File: src/rtl/console_pkg.sv
package console_pkg;

	// ******************************************************************
	// Status display codes, binary weighted, bit 3 first indicator.
	// ******************************************************************
	localparam logic [3:0] CODE_NONE     = 4'h0;
	localparam logic [3:0] CODE_CPU      = 4'h1;
	localparam logic [3:0] CODE_MEM      = 4'h2;
	localparam logic [3:0] CODE_TX_WAIT  = 4'h3;
	localparam logic [3:0] CODE_RX_WAIT  = 4'h4;
	localparam logic [3:0] CODE_LOAD_ERR = 4'h5;
	localparam logic [3:0] CODE_BOOT_BAD = 4'h6;
	localparam logic [3:0] CODE_NET_HOST = 4'h7;
	localparam logic [3:0] CODE_NET_MSG  = 4'h8;
	localparam logic [3:0] CODE_NET_PROC = 4'h9;
	localparam logic [3:0] CODE_ROM_BOOT = 4'hA;
	localparam logic [3:0] CODE_LOW_MEM  = 4'hB;
	localparam logic [3:0] CODE_HUNG     = 4'hF;
	localparam logic [1:0] RUN_MODE      = 2'h2;

	// ******************************************************************
	// Monitor constants.
	// ******************************************************************
	localparam int         WORD_W        = 16;
	localparam logic [15:0] TRAP_AREA_END = 16'h0040;
	localparam logic [3:0] DIGITS        = 4'h6;
	localparam logic [3:0] PROMPT_END    = 4'h9;
	localparam logic [7:0] CHR_CR        = 8'h0D;
	localparam logic [7:0] CHR_LF        = 8'h0A;
	localparam logic [7:0] CHR_AT        = 8'h40;
	localparam logic [7:0] CHR_SLASH     = 8'h2F;
	localparam logic [7:0] CHR_GO_UP     = 8'h47;
	localparam logic [7:0] CHR_GO_LO     = 8'h67;
	localparam logic [7:0] CHR_ZERO      = 8'h30;
	localparam logic [7:0] CHR_SEVEN     = 8'h37;
	localparam logic [7:0] CHR_QUERY     = 8'h3F;

	typedef enum logic [2:0]
	{
		MON_RUN   = 3'h0,
		MON_PRINT = 3'h1,
		MON_CMD   = 3'h3,
		MON_READ  = 3'h2,
		MON_OPEN  = 3'h6,
		MON_WRITE = 3'h7
	} mon_state_t;

endpackage

File: src/rtl/status_if.sv
`timescale 1ns/1ps
interface status_if;
	logic       cpu_fail;
	logic       mem_fail;
	logic       low_mem_fail;
	logic       load_err;
	logic       boot_bad;
	logic       net_boot;
	logic       tx_wait;
	logic       rx_wait;
	logic       net_host;
	logic       net_msg;
	logic       net_proc;
	logic       hung;
	logic       halt_sw;
	logic [1:0] mode;
	logic [3:0] code;
	logic       fatal;

	modport top
	(
		output cpu_fail, mem_fail, low_mem_fail, load_err, boot_bad, net_boot,
		output tx_wait, rx_wait, net_host, net_msg, net_proc, hung, halt_sw, mode,
		input  code, fatal
	);
	modport disp
	(
		input  cpu_fail, mem_fail, low_mem_fail, load_err, boot_bad, net_boot,
		input  tx_wait, rx_wait, net_host, net_msg, net_proc, hung, halt_sw, mode,
		output code, fatal
	);
endinterface

File: src/rtl/status_display.sv
`timescale 1ns/1ps
module status_display
(
	input  wire logic clk_in,
	input  wire logic srst_in,
	status_if.disp    st
);

	typedef struct packed
	{
		logic [3:0] fail_code;
		logic       fatal;
		logic [3:0] code;
	} disp_t;

	disp_t s_reg;
	disp_t s_next;

	always_comb
	begin
		s_next = s_reg;
		// ******************************************************************
		// Fatal failures latch and stop the processor.
		// ******************************************************************
		if (!s_reg.fatal)
		begin
			if (st.cpu_fail)
			begin
				s_next.fail_code = console_pkg::CODE_CPU;
				s_next.fatal     = 1'b1;
			end
			else if (st.mem_fail)
			begin
				s_next.fail_code = console_pkg::CODE_MEM;
				s_next.fatal     = 1'b1;
			end
			else if (st.low_mem_fail)
			begin
				s_next.fail_code = console_pkg::CODE_LOW_MEM;
				s_next.fatal     = 1'b1;
			end
			else if (st.load_err && !st.net_boot)
			begin
				s_next.fail_code = console_pkg::CODE_LOAD_ERR;
				s_next.fatal     = 1'b1;
			end
			else if (st.boot_bad && !st.net_boot)
			begin
				s_next.fail_code = console_pkg::CODE_BOOT_BAD;
				s_next.fatal     = 1'b1;
			end
		end
		// ******************************************************************
		// Display priority; the unused boot code is never chosen.
		// ******************************************************************
		if (st.hung || st.halt_sw || st.mode != console_pkg::RUN_MODE)
			s_next.code = console_pkg::CODE_HUNG;
		else if (s_next.fatal)
			s_next.code = s_next.fail_code;
		else if (st.load_err)
			s_next.code = console_pkg::CODE_LOAD_ERR;
		else if (st.boot_bad)
			s_next.code = console_pkg::CODE_BOOT_BAD;
		else if (st.net_boot && st.net_proc)
			s_next.code = console_pkg::CODE_NET_PROC;
		else if (st.net_boot && st.net_msg)
			s_next.code = console_pkg::CODE_NET_MSG;
		else if (st.net_boot && st.net_host)
			s_next.code = console_pkg::CODE_NET_HOST;
		else if (st.rx_wait)
			s_next.code = console_pkg::CODE_RX_WAIT;
		else if (st.tx_wait)
			s_next.code = console_pkg::CODE_TX_WAIT;
		else
			s_next.code = console_pkg::CODE_NONE;
	end

	always_ff @(posedge clk_in)
	begin
		if (srst_in)
			s_reg <= '0;
		else
			s_reg <= s_next;
	end

	assign st.code  = s_reg.code;
	assign st.fatal = s_reg.fatal;

endmodule // status_display

File: src/rtl/console_monitor_and_led_status.sv
`timescale 1ns/1ps
//
// Contract
// - Four indicators show code, first is MSB.
// - Codes 01/02 for CPU/memory failure, halt.
// - Code 03 while polling transmitter ready.
// - Code 04 while polling receiver done.
// - Code 05 load error, 06 bad bootstrap.
// - Code 07 network boot awaiting host.
// - Codes 10/11 network message wait/processing.
// - Code 12 reserved, never displayed.
// - Code 13 low memory test fails.
// - Code 17 hung, halt switch, wrong mode.
// - Code means running or failed; network retries.
// - Halt below 100 octal traps to dialog.
// - Four causes enter monitor mode.
// - Commands ignored outside monitor mode.
// - Entry prints next location, then prompt.
// - Address slash opens, prints six digits.
// - Value plus return writes; return closes.
// - Address G initializes and starts there.
module console_monitor_and_led_status
(
	input  wire logic        clk_in,
	input  wire logic        srst_in,
	input  wire logic        halt_switch_in,
	input  wire logic [1:0]  power_mode_in,
	input  wire logic        cpu_fail_in,
	input  wire logic        mem_fail_in,
	input  wire logic        low_mem_fail_in,
	input  wire logic        load_err_in,
	input  wire logic        boot_bad_in,
	input  wire logic        net_boot_in,
	input  wire logic        tx_wait_in,
	input  wire logic        rx_wait_in,
	input  wire logic        net_host_in,
	input  wire logic        net_msg_in,
	input  wire logic        net_proc_in,
	input  wire logic        hung_in,
	input  wire logic        break_in,
	input  wire logic        break_halt_en_in,
	input  wire logic        halt_instr_in,
	input  wire logic        error_in,
	input  wire logic [15:0] next_pc_in,
	input  wire logic        rx_valid_in,
	input  wire logic [7:0]  rx_data_in,
	input  wire logic        tx_ready_in,
	input  wire logic        mem_ack_in,
	input  wire logic [15:0] mem_rdata_in,
	output logic      [3:0]  status_led_out,
	output logic             cpu_halt_out,
	output logic             monitor_mode_out,
	output logic             trap_dialog_out,
	output logic             tx_valid_out,
	output logic      [7:0]  tx_data_out,
	output logic             mem_req_out,
	output logic             mem_we_out,
	output logic      [15:0] mem_addr_out,
	output logic      [15:0] mem_wdata_out,
	output logic             sys_init_out,
	output logic             go_out,
	output logic      [15:0] go_addr_out
);

	// ******************************************************************
	// State.
	// ******************************************************************
	typedef struct packed
	{
		logic                   hs1;
		logic                   hs2;
		logic                   hs_prev;
		console_pkg::mon_state_t st;
		logic [15:0]            addr;
		logic [15:0]            val;
		logic                   have_val;
		logic [15:0]            pr_word;
		logic [3:0]             pr_idx;
		logic                   pr_prompt;
		logic                   tx_valid;
		logic [7:0]             tx_data;
		logic                   mem_req;
		logic                   mem_we;
		logic [15:0]            mem_addr;
		logic [15:0]            mem_wdata;
		logic                   init;
		logic                   go;
		logic [15:0]            go_addr;
		logic                   trap;
		logic                   in_mon;
		logic [3:0]             led;
		logic                   halt;
	} mon_t;

	mon_t       s_reg;
	mon_t       s_next;
	status_if   sif ();
	logic       is_digit;
	logic       cause;
	logic       dialog_cause;
	logic [7:0] pr_char;

	function automatic logic [7:0] print_char(input logic [15:0] w, input logic [3:0] i);
		logic [17:0] x;
		logic [4:0]  sh;
		x  = {2'b00, w};
		sh = 5'h0;
		if (i < console_pkg::DIGITS)
		begin
			sh = 5'(15 - 3 * int'(i));
			return console_pkg::CHR_ZERO + {5'h00, 3'(x >> sh)};
		end
		else if (i == 4'h6)
			return console_pkg::CHR_CR;
		else if (i == 4'h7)
			return console_pkg::CHR_LF;
		else
			return console_pkg::CHR_AT;
	endfunction

	// ******************************************************************
	// Status display.
	// ******************************************************************
	assign sif.cpu_fail     = cpu_fail_in;
	assign sif.mem_fail     = mem_fail_in;
	assign sif.low_mem_fail = low_mem_fail_in;
	assign sif.load_err     = load_err_in;
	assign sif.boot_bad     = boot_bad_in;
	assign sif.net_boot     = net_boot_in;
	assign sif.tx_wait      = tx_wait_in;
	assign sif.rx_wait      = rx_wait_in;
	assign sif.net_host     = net_host_in;
	assign sif.net_msg      = net_msg_in;
	assign sif.net_proc     = net_proc_in;
	assign sif.hung         = hung_in;
	assign sif.halt_sw      = s_reg.hs2;
	assign sif.mode         = power_mode_in;

	status_display u_disp
	(
		.clk_in  (clk_in),
		.srst_in (srst_in),
		.st      (sif.disp)
	);

	// ******************************************************************
	// Monitor sequencing.
	// ******************************************************************
	assign is_digit     = rx_data_in >= console_pkg::CHR_ZERO && rx_data_in <= console_pkg::CHR_SEVEN;
	assign dialog_cause = halt_instr_in || error_in;
	assign cause        = (break_in && break_halt_en_in) || dialog_cause
	                      || (s_reg.hs2 && !s_reg.hs_prev);
	assign pr_char      = print_char(s_reg.pr_word, s_reg.pr_idx);

	always_comb
	begin
		s_next         = s_reg;
		s_next.hs1     = halt_switch_in;
		s_next.hs2     = s_reg.hs1;
		s_next.hs_prev = s_reg.hs2;
		s_next.init    = 1'b0;
		s_next.go      = 1'b0;
		s_next.trap    = 1'b0;
		s_next.led     = sif.code;
		s_next.halt    = sif.fatal || s_reg.in_mon;
		if (s_reg.tx_valid && tx_ready_in)
			s_next.tx_valid = 1'b0;
		unique case (s_reg.st)
			console_pkg::MON_RUN:
			begin
				if (cause)
				begin
					if (dialog_cause && next_pc_in < console_pkg::TRAP_AREA_END)
						s_next.trap = 1'b1;
					else
					begin
						s_next.in_mon    = 1'b1;
						s_next.pr_word   = next_pc_in;
						s_next.pr_idx    = 4'h0;
						s_next.pr_prompt = 1'b1;
						s_next.st        = console_pkg::MON_PRINT;
					end
				end
			end
			console_pkg::MON_PRINT:
			begin
				if (!s_reg.tx_valid || tx_ready_in)
				begin
					if (s_reg.pr_idx == (s_reg.pr_prompt ? console_pkg::PROMPT_END
					                                     : console_pkg::DIGITS))
					begin
						s_next.st       = s_reg.pr_prompt ? console_pkg::MON_CMD
						                                  : console_pkg::MON_OPEN;
						s_next.addr     = 16'h0000;
						s_next.val      = 16'h0000;
						s_next.have_val = 1'b0;
					end
					else
					begin
						s_next.tx_valid = 1'b1;
						s_next.tx_data  = pr_char;
						s_next.pr_idx   = s_reg.pr_idx + 4'h1;
					end
				end
			end
			console_pkg::MON_CMD:
			begin
				if (rx_valid_in)
				begin
					if (is_digit)
						s_next.addr = {s_reg.addr[12:0], rx_data_in[2:0]};
					else if (rx_data_in == console_pkg::CHR_SLASH)
					begin
						s_next.mem_req  = 1'b1;
						s_next.mem_we   = 1'b0;
						s_next.mem_addr = s_reg.addr;
						s_next.st       = console_pkg::MON_READ;
					end
					else if (rx_data_in == console_pkg::CHR_GO_UP
					         || rx_data_in == console_pkg::CHR_GO_LO)
					begin
						s_next.init    = 1'b1;
						s_next.go      = 1'b1;
						s_next.go_addr = s_reg.addr;
						s_next.in_mon  = 1'b0;
						s_next.st      = console_pkg::MON_RUN;
					end
					else if (rx_data_in == console_pkg::CHR_CR)
					begin
						s_next.pr_idx    = console_pkg::DIGITS;
						s_next.pr_prompt = 1'b1;
						s_next.st        = console_pkg::MON_PRINT;
					end
					else
					begin
						s_next.pr_word   = 16'h0000;
						s_next.pr_idx    = 4'h5;
						s_next.pr_prompt = 1'b1;
						s_next.tx_valid  = 1'b1;
						s_next.tx_data   = console_pkg::CHR_QUERY;
						s_next.st        = console_pkg::MON_PRINT;
					end
				end
			end
			console_pkg::MON_READ:
			begin
				if (mem_ack_in)
				begin
					s_next.mem_req   = 1'b0;
					s_next.pr_word   = mem_rdata_in;
					s_next.pr_idx    = 4'h0;
					s_next.pr_prompt = 1'b0;
					s_next.st        = console_pkg::MON_PRINT;
				end
			end
			console_pkg::MON_OPEN:
			begin
				if (rx_valid_in)
				begin
					if (is_digit)
					begin
						s_next.val      = {s_reg.val[12:0], rx_data_in[2:0]};
						s_next.have_val = 1'b1;
					end
					else if (rx_data_in == console_pkg::CHR_CR)
					begin
						if (s_reg.have_val)
						begin
							s_next.mem_req   = 1'b1;
							s_next.mem_we    = 1'b1;
							s_next.mem_wdata = s_reg.val;
							s_next.st        = console_pkg::MON_WRITE;
						end
						else
						begin
							s_next.pr_idx    = console_pkg::DIGITS;
							s_next.pr_prompt = 1'b1;
							s_next.st        = console_pkg::MON_PRINT;
						end
					end
				end
			end
			console_pkg::MON_WRITE:
			begin
				if (mem_ack_in)
				begin
					s_next.mem_req   = 1'b0;
					s_next.mem_we    = 1'b0;
					s_next.pr_idx    = console_pkg::DIGITS;
					s_next.pr_prompt = 1'b1;
					s_next.st        = console_pkg::MON_PRINT;
				end
			end
			default:
			begin
				s_next.st = console_pkg::MON_RUN;
			end
		endcase
	end

	always_ff @(posedge clk_in)
	begin
		if (srst_in)
			s_reg <= '0;
		else
			s_reg <= s_next;
	end

	// ******************************************************************
	// Outputs.
	// ******************************************************************
	assign status_led_out   = s_reg.led;
	assign cpu_halt_out     = s_reg.halt;
	assign monitor_mode_out = s_reg.in_mon;
	assign trap_dialog_out  = s_reg.trap;
	assign tx_valid_out     = s_reg.tx_valid;
	assign tx_data_out      = s_reg.tx_data;
	assign mem_req_out      = s_reg.mem_req;
	assign mem_we_out       = s_reg.mem_we;
	assign mem_addr_out     = s_reg.mem_addr;
	assign mem_wdata_out    = s_reg.mem_wdata;
	assign sys_init_out     = s_reg.init;
	assign go_out           = s_reg.go;
	assign go_addr_out      = s_reg.go_addr;

endmodule // console_monitor_and_led_status

File: config.mk
export PLATFORM = sky130hd
export DESIGN_NAME = console_monitor_and_led_status
export DESIGN_NICKNAME = d
export VERILOG_FILES = /design/src/rtl/console_pkg.sv /design/src/rtl/status_if.sv /design/src/rtl/status_display.sv /design/src/rtl/console_monitor_and_led_status.sv
export SDC_FILE = /design/constraint.sdc
export NUM_CORES = 1
export LEC_CHECK = 0
export ABC_AREA = 1
export ABC_CLOCK_PERIOD_IN_PS = 6200
export CELL_PAD_IN_SITES_DETAIL_PLACEMENT = 1
export CELL_PAD_IN_SITES_GLOBAL_PLACEMENT = 2
export CORE_ASPECT_RATIO = 1.4
export CORE_UTILIZATION = 37
export DETAILED_ROUTE_END_ITERATION = 8
export DONT_BUFFER_PORTS = 1
export GPL_ROUTABILITY_DRIVEN = 1
export HOLD_SLACK_MARGIN = 0.12
export PLACE_DENSITY = 0.81
export SLEW_MARGIN = 5
export SYNTH_ARGS = -nofsm -noshare
export SYNTH_HDL_FRONTEND = slang
export SYNTH_SLANG_ARGS = --single-unit
File: constraint.sdc
create_clock -name clk_in -period 6.2 [get_ports clk_in]
set_input_delay 0.62 -clock clk_in [delete_from_list [all_inputs] [get_ports clk_in]]
set_output_delay 0.62 -clock clk_in [all_outputs]
set_load 0.03 [all_outputs]
; ---- Word level (Yosys, flattened, before mapping)
; Cells that the tools add are included.
[classes]
n_addsub = 3
mul = 1
order_cmp = 4
n_eq_ne = 35
shifts = 1
n_mux = 81
bitwise_logic = 6
reduce_logical = 46
[op_table]
columns = operator, n
row1 = $mux W48, 2
row2 = $mux W36, 2
row3 = $mux W21, 3
row4 = $mux W30, 2
row5 = $mux W5, 11
row6 = $pmux W16 S3, 1
row7 = $mux W4, 11
row8 = $ne A2 B2 Y1 const B, 22
row9 = $mux W18, 2
row10 = $mux W17, 2
row11 = $pmux W17 S2, 1
row12 = $mux W16, 2
row13 = $pmux W16 S2, 1
row14 = $mux W3, 10
row15 = $mux W9, 3
row16 = $pmux W4 S6, 1
row17 = $mux W7, 3
row18 = $reduce_and A10 Y1, 2
row19 = $reduce_and A5 Y1, 4
row20 = $mux W19, 1
row21 = $pmux W9 S2, 1
row22 = $reduce_and A9 Y1, 2
row23 = $eq A8 B7 Y1 const B, 2
row24 = $lt A16 B7 Y1 const B, 1
row25 = 41 further kinds, 85
[totals]
reg_bits = 137
inputBits = 64
out_inout_bits = 68
wordCells = 203

; ---- Logic depth before layout (Yosys ltp)
; Gate-level depths: netlist of the first run.
[depth]
depth_word = 10
mapped_depth = 15
depth_no_buf = 14

; ---- Modules after synthesis
; From an unflattened synthesis of the first run, not the netlist that was laid out.
[unflattened]
cells_unflattened = 995
area_unflattened_um2 = 7046.8
[modules_own_cells]
columns = mod, instances, cells_per_inst, area_each_um2, seq_area_each_um2
row1 = console_monitor_and_led_status, 1, 906, 6465.0, 2502.4
row2 = status_display, 1, 89, 581.8, 180.2

; ---- Worst setup path before layout of the first run
; No wires, ideal clock.
[synth_timing]
kind = flip-flop to flip-flop
from = reg s_reg[69] (netlist name)
to = reg s_reg, in the netlist tx_data_out[0]
setup_time_ps = 119
arrival_time_ps = 2360
required_ps = 6081
path_slack_ps = 3720
stages_incl_launch_ff = 16
path_buffers = 1
synth_period_minus_slack_ps = 2480
cell_sequence = dfxtp_1 > inv_2 > clkbuf_1 > ha_1 > fa_1 > inv_1 > nor2_1 > nand3_1 > nand2_1 > inv_1 > nand2_1 > nand2_1 > nand3_1 > nand2_1 > nand2_1 > a21oi_1
[synth_via]
elab_chain_cells = 8
word_cells_on_any_way = 14
cone_classes = add/sub: 2 / mul: 1 / order compare: 1 / eq/ne: 3 / shift: 1 / mux: 5 / reduce/logical: 1
[synth_rtl]
columns = element, line
row1 = start: declaration, console_monitor_and_led_status.sv:95  ; mon_t s_reg;
row2 = start signal: assignment, console_monitor_and_led_status.sv:306  ; s_reg <= s_next;
row3 = $mul A2 B4 Y5, console_monitor_and_led_status.sv:110  ; sh = 5'(15 - 3 * int'(i));
row4 = $sub A4 B5 Y5, console_monitor_and_led_status.sv:110
row5 = $shr A16 B5 Y3, console_monitor_and_led_status.sv:111  ; return console_pkg::CHR_ZERO + {5'h00, 3'(x >> sh)};
row6 = $add A6 B3 Y7, console_monitor_and_led_status.sv:111
row7 = $mux W7, console_monitor_and_led_status.sv:108  ; if (i < console_pkg::DIGITS)
row8 = $mux W9, console_monitor_and_led_status.sv:189  ; if (s_reg.pr_idx == (s_reg.pr_prompt ? console_pkg::PROMPT_END
row9 = $mux W9, console_monitor_and_led_status.sv:187  ; if (!s_reg.tx_valid || tx_ready_in)
row10 = $pmux W9 S2, console_monitor_and_led_status.sv:168  ; unique case (s_reg.st)
; Several ways; a longest one is shown, not always the timed one. The select of a mux whose other input is x is not followed.
; A chain may end at the register's enable or synchronous reset.

; ---- Worst setup path in the final report of the first run
; Ends and elaborated chain as after synthesis.

==> results of run 1 <==
==> Yosys cell counts, drive strengths merged (3+ instances only) <==
library cell,instances
buf,81
dfxtp,134
nor2,186
clkinv,3
clkbuf,22
o21ai,84
inv,106
ha,8
nand4,9
nand3,95
nand2,223
nor3,6
a21oi,82
==> per-layer routing <==
metal	vias to the layer above	wire, um	GRT usage
met5	-	0	0
met4	0	274	0.0655
met3	20	896	0.0501
met2	121	9860	0.360
met1	2885	8370	0.240
li1	3153	-	-
==> through the flow <==
step / instance area [sq um] / power (mW)
6_report: 7360 / 3.21
5_1_grt: 7360 / 3.45
3_5_place_dp: 6760 / 2.20
3_3_place_gp: 6760 / 2.18
2_1_floorplan: 7110 / 1.99
4_1_cts: 7360 / 3.25
==> where the power goes <==
| part | leakage (nW) | switching (mW) | internal, mW |
|---|---|---|---|
| Sequential | 1.09 | 0.159 | 0.949 |
| Clock | 0.292 | 0.429 | 0.614 |
| Combinational | 1.96 | 0.716 | 0.342 |
==> cell type report <==
class / count / area share
Tap cell: 244 / 0.0415
Sequential cell: 134 / 0.364
Clock buffer: 18 / 0.0596
Clock inverter: 14 / 0.0223
Inverter: 109 / 0.0561
Multi-Input combinational cell: 713 / 0.454
Timing Repair Buffer: 2 / 0.00204
==> cell families (layout without fill, tap and decap cells) <==
kind of cell | after synthesis | count (layout)
AO/OA/AOI/OAI | 176 | 176
XOR/XNOR | 3 | 3
adder cells (fa/ha/maj) | 9 | 9
buffers and inverters | 212 | 143
flip-flops | 134 | 134
other | 1 | 1
AND/OR/NAND/NOR | 524 | 524
==> how the worst min path moves through the flow <==
| stage | start | endpoint | cells after the start |
|---|---|---|---|
| global placement | u_disp.st.code[2]$_SDFF_PP0_ | status_led_out[2]$_SDFF_PP0_ | 2 |
| finish | srst_in | s_reg[105]$_SDFFE_PP0P_ | 1 |
| detailed placement | u_disp.st.code[1]$_SDFF_PP0_ | status_led_out[1]$_SDFF_PP0_ | 2 |
| global route | srst_in | s_reg[105]$_SDFFE_PP0P_ | 1 |
| CTS | srst_in | s_reg[104]$_SDFFE_PP0P_ | 1 |
| floorplan | s_next[126]$_SDFF_PP0_ | sif.halt_sw$_SDFF_PP0_ | 2 |
==> impl_metrics.env, run 1 <==
export IMPL_cts_clk_slew_worst_paths_ps=60
export IMPL_crit_end="tx_data_out[0]$_SDFFE_PP0P_"
export IMPL_clockBufferDepth=2
export IMPL_synthAdderAreaFrac=0.0169
export IMPL_dp_cells=1202
export IMPL_r2r_end="tx_data_out[0]$_SDFFE_PP0P_"
export IMPL_drt_iter0_drc=217
export IMPL_die_w_um=119
export IMPL_num_antenna_cells=0
export IMPL_layout_common_cells="nand2_1, nor2_1, dfxtp_1"
export IMPL_cap_violations=0
export IMPL_cp_required_ps=6510
export IMPL_htreeDepth=4
export IMPL_fmax_mhz=299
export IMPL_syn_num_nets=1132
export IMPL_vias=6179
export IMPL_fillers=2438
export IMPL_synth_compound_area_frac=0.128
export IMPL_ctsHoldBuffers=0
export IMPL_cts_sinks=134
export IMPL_drive_above_1_share=0.0657
export IMPL_tightestPinTransition_ps=986
export IMPL_synth_top_area_share=0.377
export IMPL_synthCells=1059
export IMPL_fin_crit_sh=0.540
export IMPL_finalSetupViolCount=0
export IMPL_grt_max_degree=61
export IMPL_synth_xor_area_frac=0.00370
export IMPL_route_detailed_drc=0
export IMPL_crit_cells=14
export IMPL_io_pins=132
export IMPL_gr_total_overflow=0
export IMPL_slew_violations=0
export IMPL_synthArstFlopShare=0
export IMPL_wirelength_um=19400
export IMPL_dp_hpwl_um=14300
export IMPL_reg2regPathDepth=14
export IMPL_synthTopCellsByArea="dfxtp_1, nand2_1, nor2_1, buf_4, nand3_1"
export IMPL_hold_slack_ps=255
export IMPL_synth_area_mux_share=0
export IMPL_post_cts_buffers=0
export IMPL_power_per_cell_area_mw_per_mm2=436
export IMPL_multiInputGateArea_sq_mm=0.00335
export IMPL_cts_tree="built"
export IMPL_grt_total_usage=0.205
export IMPL_cp_num_buf_inv=3
export IMPL_fin_crit_ps=3350
export IMPL_outcome="completed"
export IMPL_yosys_warnings=0
export IMPL_endpoint_kind="register"
export IMPL_crit_start="s_reg[69]$_SDFFE_PP0P_"
export IMPL_crit_slowest_cell="dfxtp_1"
export IMPL_skew_ps=16.2
export IMPL_initial_core_util=0.381
export IMPL_gp_congestion=0.912
export IMPL_p_leak_nw=3.34
export IMPL_path_cells="inv_2, ha_1, fa_1, inv_1, nor2_1, nand3_1, nand2_1, inv_1, nand2_1, nand2_1, nand3_1, nand2_1, nand2_1, a21oi_1"
export IMPL_crit_path_max_incr_delay_ps=780
export IMPL_final_common_cell="nand2_1"
export IMPL_fin_nets=1050
export IMPL_syn_area_sq_mm=0.00711
export IMPL_cts_resized=0
export IMPL_critPathMaxFanout=22
export IMPL_drt_first_pass_iters=4
export IMPL_num_rows=59
export IMPL_hold_path_class="in2reg"
export IMPL_rsz0062_at_grt="no"
export IMPL_synth_edff_count=0
export IMPL_synth_cell_types=47
export IMPL_coreArea_sq_mm=0.0187
export IMPL_port_buffers=0
export IMPL_die_h_um=166
export IMPL_start_kind="register"
export IMPL_crit_arrival_ps=3660
export IMPL_post_place_ws_ps=2870
export IMPL_synth_top_family_by_area="simple AND/OR/NAND/NOR gates"
export IMPL_clock_latency_ps=430
export IMPL_antenna_found_initial=0
export IMPL_crit_type="reg2reg"
export IMPL_fin_cells=1234
export IMPL_grt_pass1_vias=6371
export IMPL_slew_limit_headroom=0.341
export IMPL_post_route_util=0.394
export IMPL_r2r_slack_ps=2850
export IMPL_setup_tns_ps=0
export IMPL_avgRoutedWirePerCell_um=15.7
export IMPL_synth_seq_cells=134
export IMPL_ir_drop_uv=178
export IMPL_crit_top_cell="nand2_1"
export IMPL_clockRootBuffer="clkbuf_16"
export IMPL_ys_seq_area_frac=0.377
export IMPL_ant_nets=0
export IMPL_final_hold_viol_count=0
export IMPL_largest_register_ffs=58
export IMPL_seqCellArea_sq_mm=0.00268
export IMPL_grt_first_pass_wirelength_um=32500
export IMPL_reg2reg_from="s_reg[69]$_SDFFE_PP0P_"
export IMPL_syn_area_per_cell_sq_um=6.71
export IMPL_die_area_sq_mm=0.0198
export IMPL_area_growth_pct=3.57
export IMPL_critPathTopFamily="adder cells"
export IMPL_fin_ws_ps=2850
export IMPL_synth_simple_area_share=0.321
export IMPL_yosysTopAreaCell="dfxtp_1"
export IMPL_cts_buffers=17
export IMPL_drt_vias_per_instance=5.01
export IMPL_synthFlopType="dfxtp_1"
Note: power is estimated with default switching activity, not from simulation.
==> inputs of run 2 (changes only) <==
--- a/config.mk
+++ b/config.mk
@@ -6,16 +6,16 @@
 export NUM_CORES = 1
 export LEC_CHECK = 0
 export ABC_AREA = 1
-export ABC_CLOCK_PERIOD_IN_PS = 6200
+export ABC_CLOCK_PERIOD_IN_PS = 3100
 export CELL_PAD_IN_SITES_DETAIL_PLACEMENT = 1
 export CELL_PAD_IN_SITES_GLOBAL_PLACEMENT = 2
 export CORE_ASPECT_RATIO = 1.4
-export CORE_UTILIZATION = 37
+export CORE_UTILIZATION = 35
 export DETAILED_ROUTE_END_ITERATION = 8
 export DONT_BUFFER_PORTS = 1
 export GPL_ROUTABILITY_DRIVEN = 1
 export HOLD_SLACK_MARGIN = 0.12
-export PLACE_DENSITY = 0.81
+export PLACE_DENSITY = 0.77
 export SLEW_MARGIN = 5
 export SYNTH_ARGS = -nofsm -noshare
 export SYNTH_HDL_FRONTEND = slang
==> constraint.sdc (replaced) <==
create_clock -name clk_in -period 3.1 [get_ports clk_in]
set_input_delay 0.31 -clock clk_in [delete_from_list [all_inputs] [get_ports clk_in]]
set_output_delay 0.31 -clock clk_in [all_outputs]
set_load 0.03 [all_outputs]
==> impl_metrics.env, run 2 (synthesized netlist as in run 1, its figures left out) <==
export IMPL_htreeDepth=4
export IMPL_p_sw_frac=0.419
export IMPL_endpoint_kind="register"
export IMPL_outcome="completed"
export IMPL_tightestPinTransition_ps=677
export IMPL_clockBufferDepth=2
export IMPL_cts_clk_slew_worst_paths_ps=70
export IMPL_grt_max_degree=60
export IMPL_port_buffers=0
export IMPL_clock_latency_ps=420
export IMPL_power_per_cell_area_mw_per_mm2=847
export IMPL_setup_tns_ps=0
export IMPL_grt_pass1_vias=6134
export IMPL_start_kind="register"
export IMPL_crit_top_cell="nand2_1"
export IMPL_post_place_ws_ps=571
export IMPL_fin_nets=1064
export IMPL_route_detailed_drc=0
export IMPL_slew_violations=0
export IMPL_avgRoutedWirePerCell_um=15.8
export IMPL_dp_cells=1216
export IMPL_fin_cells=1256
export IMPL_cts_sinks=134
export IMPL_fin_ws_ps=583
export IMPL_fin_crit_sh=0.812
export IMPL_drive_above_1_share=0.0717
export IMPL_coreArea_sq_mm=0.0199
export IMPL_initial_core_util=0.357
export IMPL_ant_nets=0
export IMPL_crit_type="reg2reg"
export IMPL_fin_crit_ps=2520
export IMPL_drt_first_pass_iters=4
export IMPL_cts_buffers=17
export IMPL_hold_path_class="in2reg"
export IMPL_skew_ps=10.2
export IMPL_path_cells="inv_1, ha_1, fa_1, inv_1, nor2_1, nand3_1, nand2_1, inv_1, nand2_1, nand2_1, nand3_1, nand2_1, nand2_1, a21oi_1"
export IMPL_area_growth_pct=5.21
export IMPL_p_switching_mw=2.66
export IMPL_crit_arrival_ps=2830
export IMPL_seqPwrFrac=0.340
export IMPL_drt_iter0_drc=216
export IMPL_die_area_sq_mm=0.0209
export IMPL_finalSetupViolCount=0
export IMPL_drt_vias_per_instance=4.92
export IMPL_crit_path_max_incr_delay_ps=630
export IMPL_final_common_cell="nand2_1"
export IMPL_vias=6183
export IMPL_clkPwrFrac=0.307
export IMPL_grt_first_pass_wirelength_um=31600
export IMPL_dp_hpwl_um=14600
export IMPL_largest_register_ffs=58
export IMPL_io_pins=132
export IMPL_gr_total_overflow=0
export IMPL_die_w_um=122
export IMPL_p_int_mw=3.68
export IMPL_cp_required_ps=3420
export IMPL_num_antenna_cells=0
export IMPL_gp_congestion=0.857
export IMPL_wirelength_um=19800
export IMPL_layout_common_cells="nand2_1, nor2_1, dfxtp_1"
export IMPL_power_mw=6.34
export IMPL_fmax_mhz=397
export IMPL_num_rows=61
export IMPL_cts_tree="built"
export IMPL_grt_total_usage=0.194
export IMPL_antenna_found_initial=0
export IMPL_crit_slowest_cell="fa_1"
export IMPL_slew_limit_headroom=0.548
export IMPL_p_comb_frac=0.353
export IMPL_ir_drop_uv=405
export IMPL_p_leak_nw=3.40
export IMPL_cap_violations=0
export IMPL_post_route_util=0.376
export IMPL_die_h_um=171
export IMPL_critPathMaxFanout=8
export IMPL_clockRootBuffer="clkbuf_16"
export IMPL_rsz0062_at_grt="no"
export IMPL_final_hold_viol_count=0
==> run 2: cell count changes in the layout (fill, tap and decap cells not counted) <==
| cell | before | now |
|---|---|---|
| bufinv_16 | 2 | 0 |
| clkinvlp_4 | 2 | 3 |
| inv_8 | 2 | 4 |
| dlygate4sd3_1 | 0 | 7 |
| clkbuf_8 | 1 | 0 |
| clkinv_8 | 0 | 1 |
| buf_16 | 0 | 1 |
| clkinv_4 | 3 | 2 |
| buf_4 | 2 | 8 |
==> run 2: cell type report <==
| cell class | instances | area [sq um] |
|---|---|---|
| sequential | 134 | 2680 |
| clock buffer | 17 | 425 |
| clock inverter | 15 | 141 |
| inverter | 109 | 413 |
| timing repair buffer | 16 | 158 |
| multi-input combinational | 713 | 3350 |
| tap | 252 | 315 |
| fill | 2581 | 12400 |
==> run 2: stage by stage <==
stage / hold slack [ps] / instance area, sq um
floorplan: 388 / 7110
CTS: 123 / 7480
finish: 139 / 7480
global placement: 388 / 6820
detailed placement: 389 / 6820
global route: 154 / 7480
==> run 2: worst max-delay path: cells and delay by family, from the launching register on <==
kind	cells	cell delay, ps
AO/OA/AOI/OAI	1	50
adder cells (fa/ha/maj)	2	960
buffers and inverters	3	280
flip-flops	1	470
AND/OR/NAND/NOR	8	640
==> run 2: per-layer routing <==
layer	up-vias	GRT usage	wire, um
met4	0	0.0514	249
met5	-	0	0
met3	16	0.0500	893
met1	2876	0.228	8520
li1	3181	-	-
met2	110	0.343	10200
==> run 2: path summary, 6_finish.rpt <==
check,start,cells past startpoint,end,slack (ps)
setup / recovery,s_reg[70]$_SDFFE_PP0P_,14,tx_data_out[0]$_SDFFE_PP0P_,580
hold reg to reg,u_disp.st.code[1]$_SDFF_PP0_,2,status_led_out[1]$_SDFF_PP0_,400
setup reg to reg,s_reg[70]$_SDFFE_PP0P_,14,tx_data_out[0]$_SDFFE_PP0P_,580
hold / removal,mem_fail_in,3,u_disp.s_reg[5]$_SDFF_PP0_,140
==> run 2: repair_timing <==
item                      4_1_cts  5_1_grt
hold endpoints to repair       59        0
resized for setup               0        0
hold buffers                    8        0
setup buffers                   0        0
==> run 2: power by group through the flow <==
stage | Combinational (mW) | Clock (mW) | Sequential, mW
2_1_floorplan | 1.91 | 0 | 2.07
3_3_place_gp | 2.23 | 0 | 2.20
3_5_place_dp | 2.24 | 0 | 2.20
4_1_cts | 2.29 | 2.01 | 2.16
5_1_grt | 2.57 | 2.09 | 2.18
6_report | 2.24 | 1.95 | 2.15
==> inputs of run 3 (changes only) <==
--- a/config.mk
+++ b/config.mk
@@ -5,17 +5,17 @@
 export SDC_FILE = /design/constraint.sdc
 export NUM_CORES = 1
 export LEC_CHECK = 0
-export ABC_AREA = 1
-export ABC_CLOCK_PERIOD_IN_PS = 3100
+export ABC_AREA = 0
+export ABC_CLOCK_PERIOD_IN_PS = 2200
 export CELL_PAD_IN_SITES_DETAIL_PLACEMENT = 1
 export CELL_PAD_IN_SITES_GLOBAL_PLACEMENT = 2
 export CORE_ASPECT_RATIO = 1.4
-export CORE_UTILIZATION = 35
+export CORE_UTILIZATION = 34
 export DETAILED_ROUTE_END_ITERATION = 8
 export DONT_BUFFER_PORTS = 1
 export GPL_ROUTABILITY_DRIVEN = 1
 export HOLD_SLACK_MARGIN = 0.12
-export PLACE_DENSITY = 0.77
+export PLACE_DENSITY = 0.72
 export SLEW_MARGIN = 5
 export SYNTH_ARGS = -nofsm -noshare
 export SYNTH_HDL_FRONTEND = slang
==> constraint.sdc (replaced) <==
create_clock -name clk_in -period 2.2 [get_ports clk_in]
set_input_delay 0.22 -clock clk_in [delete_from_list [all_inputs] [get_ports clk_in]]
set_output_delay 0.22 -clock clk_in [all_outputs]
set_load 0.03 [all_outputs]
==> impl_metrics.env, run 3 <==
export IMPL_drive_above_1_share=0.157
export IMPL_area_growth_pct=13.0
export IMPL_crit_slowest_cell="fa_2"
export IMPL_cts_clk_slew_worst_paths_ps=60
export IMPL_syn_area_per_cell_sq_um=8.64
export IMPL_setup_tns_ps=-735
export IMPL_num_antenna_cells=0
export IMPL_critPathTopFamily="multiplexers"
export IMPL_fillers=2159
export IMPL_synthArstFlopShare=0
export IMPL_syn_area_sq_mm=0.00652
export IMPL_synth_common_cells="dfxtp_1, nand2_1, nor2_1, buf_4, a21oi_1"
export IMPL_grt_max_degree=129
export IMPL_yosysTopAreaCell="dfxtp_1"
export IMPL_drt_vias_per_instance=5.37
export IMPL_grt_first_pass_wirelength_um=29700
export IMPL_outcome="complete, but fails checks"
export IMPL_hold_path_class="in2reg"
export IMPL_die_h_um=166
export IMPL_synthTopCellsByArea="dfxtp_1, buf_4, nand2_1, a21oi_1, nor2_1"
export IMPL_io_pins=132
export IMPL_slew_violations=0
export IMPL_post_place_ws_ps=-496
export IMPL_clock_latency_ps=420
export IMPL_final_hold_viol_count=108
export IMPL_hold_slack_ps=-125
export IMPL_htreeDepth=4
export IMPL_die_area_sq_mm=0.0197
export IMPL_cp_num_buf_inv=2
export IMPL_path_cells="inv_2, buf_6, ha_4, fa_2, mux4_2, mux4_2, nand2_1, a311oi_1"
export IMPL_fmax_mhz=387
export IMPL_cts_buffers=17
export IMPL_fin_crit_sh=1.18
export IMPL_cts_sinks=134
export IMPL_final_cell_area_sq_mm=0.00737
export IMPL_cap_violations=0
export IMPL_post_route_util=0.395
export IMPL_violations="hold timing, setup timing"
export IMPL_ant_nets=0
export IMPL_yosys_warnings=0
export IMPL_route_detailed_drc=0
export IMPL_initial_core_util=0.349
export IMPL_port_buffers=0
export IMPL_place_area_sq_mm=0.00653
export IMPL_slew_limit_headroom=0.492
export IMPL_dp_hpwl_um=12800
export IMPL_wirelength_um=18100
export IMPL_start_kind="register"
export IMPL_synth_edff_count=0
export IMPL_ir_drop_uv=597
export IMPL_drt_iter0_drc=189
export IMPL_num_rows=59
export IMPL_fin_nets=798
export IMPL_clockBufferDepth=2
export IMPL_final_common_cell="dfxtp_1"
export IMPL_endpoint_kind="register"
export IMPL_syn_num_nets=828
export IMPL_grt_pass1_vias=5666
export IMPL_crit_path_max_incr_delay_ps=620
export IMPL_crit_top_cell="mux4_2"
export IMPL_critPathMaxFanout=5
export IMPL_tightestPinTransition_ps=751
export IMPL_synth_most_common_cell="dfxtp_1"
export IMPL_synthCells=755
export IMPL_synthFlopType="dfxtp_1"
export IMPL_grt_total_usage=0.189
export IMPL_gp_congestion=0.796
export IMPL_cp_required_ps=2500
export IMPL_crit_type="reg2reg"
export IMPL_vias=5278
export IMPL_p_leak_nw=2.57
export IMPL_finalSetupViolCount=2
export IMPL_antenna_found_initial=0
export IMPL_ctsHoldBuffers=19
export IMPL_ys_seq_area_frac=0.411
export IMPL_skew_ps=9.88
export IMPL_synth_seq_cells=134
export IMPL_largest_register_ffs=58
export IMPL_clockRootBuffer="clkbuf_16"
export IMPL_layout_common_cells="dfxtp_1, nand2_1, nor2_1"
export IMPL_fin_ws_ps=-385
export IMPL_coreArea_sq_mm=0.0187
export IMPL_power_per_cell_area_mw_per_mm2=1110
export IMPL_crit_arrival_ps=2890
export IMPL_seqCellArea_sq_mm=0.00269
export IMPL_fin_crit_ps=2590
export IMPL_gr_total_overflow=0
export IMPL_multiInputGateArea_sq_mm=0.00321
export IMPL_synth_top_area_share=0.411
export IMPL_avgRoutedWirePerCell_um=18.5
export IMPL_die_w_um=119
export IMPL_drt_first_pass_iters=4
export IMPL_cts_tree="built"
export IMPL_synth_cell_types=76
export IMPL_rsz0062_at_grt="yes"
==> run 3: cell types whose count changed in the layout (fill, tap and decap cells not counted), sizes merged, moves of 16 or more <==
cell | before | now
nand2 | 223 | 97
nor2 | 186 | 83
inv | 114 | 21
nand3 | 95 | 23
o21ai | 84 | 14
a22oi | 0 | 34
buf | 9 | 41
mux2i | 0 | 23
a211oi | 1 | 23
a21oi | 82 | 64
nor2b | 0 | 16
==> run 3: power breakdown <==
part | leakage (nW) | switching (mW) | internal [mW] | total, mW
clock network | 0.278 | 1.20 | 1.59 | 2.79
logic | 1.20 | 1.15 | 1.19 | 2.34
registers | 1.09 | 0.417 | 2.66 | 3.08
==> run 3: worst paths after layout <==
kind,start,endpoint,slack (ps),depth (start not counted)
worst max-delay path,s_reg[70]$_SDFFE_PP0P_,tx_data_out[2]$_SDFFE_PP0P_,-390,8
worst min-delay path,srst_in,s_reg[78]$_SDFFE_PP0P_,-120,1
worst max register to register,s_reg[70]$_SDFFE_PP0P_,tx_data_out[2]$_SDFFE_PP0P_,-390,8
worst min register to register,s_reg[105]$_SDFFE_PP0P_,s_reg[105]$_SDFFE_PP0P_,460,2
==> run 3: layer usage <==
metal / vias to the layer above / global-route usage / wire length (um)
li1: 2543 / - / -
met1: 2591 / 0.212 / 7510
met2: 118 / 0.336 / 9320
met3: 26 / 0.0488 / 873
met4: 0 / 0.0754 / 418
met5: - / 0 / 0
==> run 3: area by class of cell <==
type	count	share of cell area
multi-input combinational	498	0.435
inverter	14	0.00781
tap	244	0.0414
timing repair buffer	60	0.0737
clock buffer	18	0.0582
clock inverter	14	0.0192
sequential	134	0.365
==> run 3: metrics by stage <==
stage	cells	power [mW]
floorplan	755	4.70
global placement	929	5.20
detailed placement	929	5.33
CTS	981	8.27
global route	982	8.64
finish	982	8.21
==> run 3: repair_timing <==
| action | CTS | global route |
|---|---|---|
| cloned | 0 | 0 |
| setup buffers | 1 | 1 |
| endpoints found under the hold margin | 129 | 109 |
| gates resized for setup | 4 | 10 |
| endpoints found under the setup margin | 3 | 29 |
| pin swaps | 4 | 5 |
==> run 3: kinds of logic (layout without fill, tap and decap cells) <==
logic type | count (synthesis) | count (layout) | synth area share
and+or+nand+nor | 272 | 272 | 0.198
AOI/OAI and AO/OA | 178 | 178 | 0.182
DFF | 134 | 134 | 0.411
buffers and inverters | 123 | 106 | 0.111
muxes | 35 | 35 | 0.0750
adders and majority gates | 9 | 9 | 0.0184
xor gates and xnor gates | 3 | 3 | 0.00403
other | 1 | 1 | 0.000575
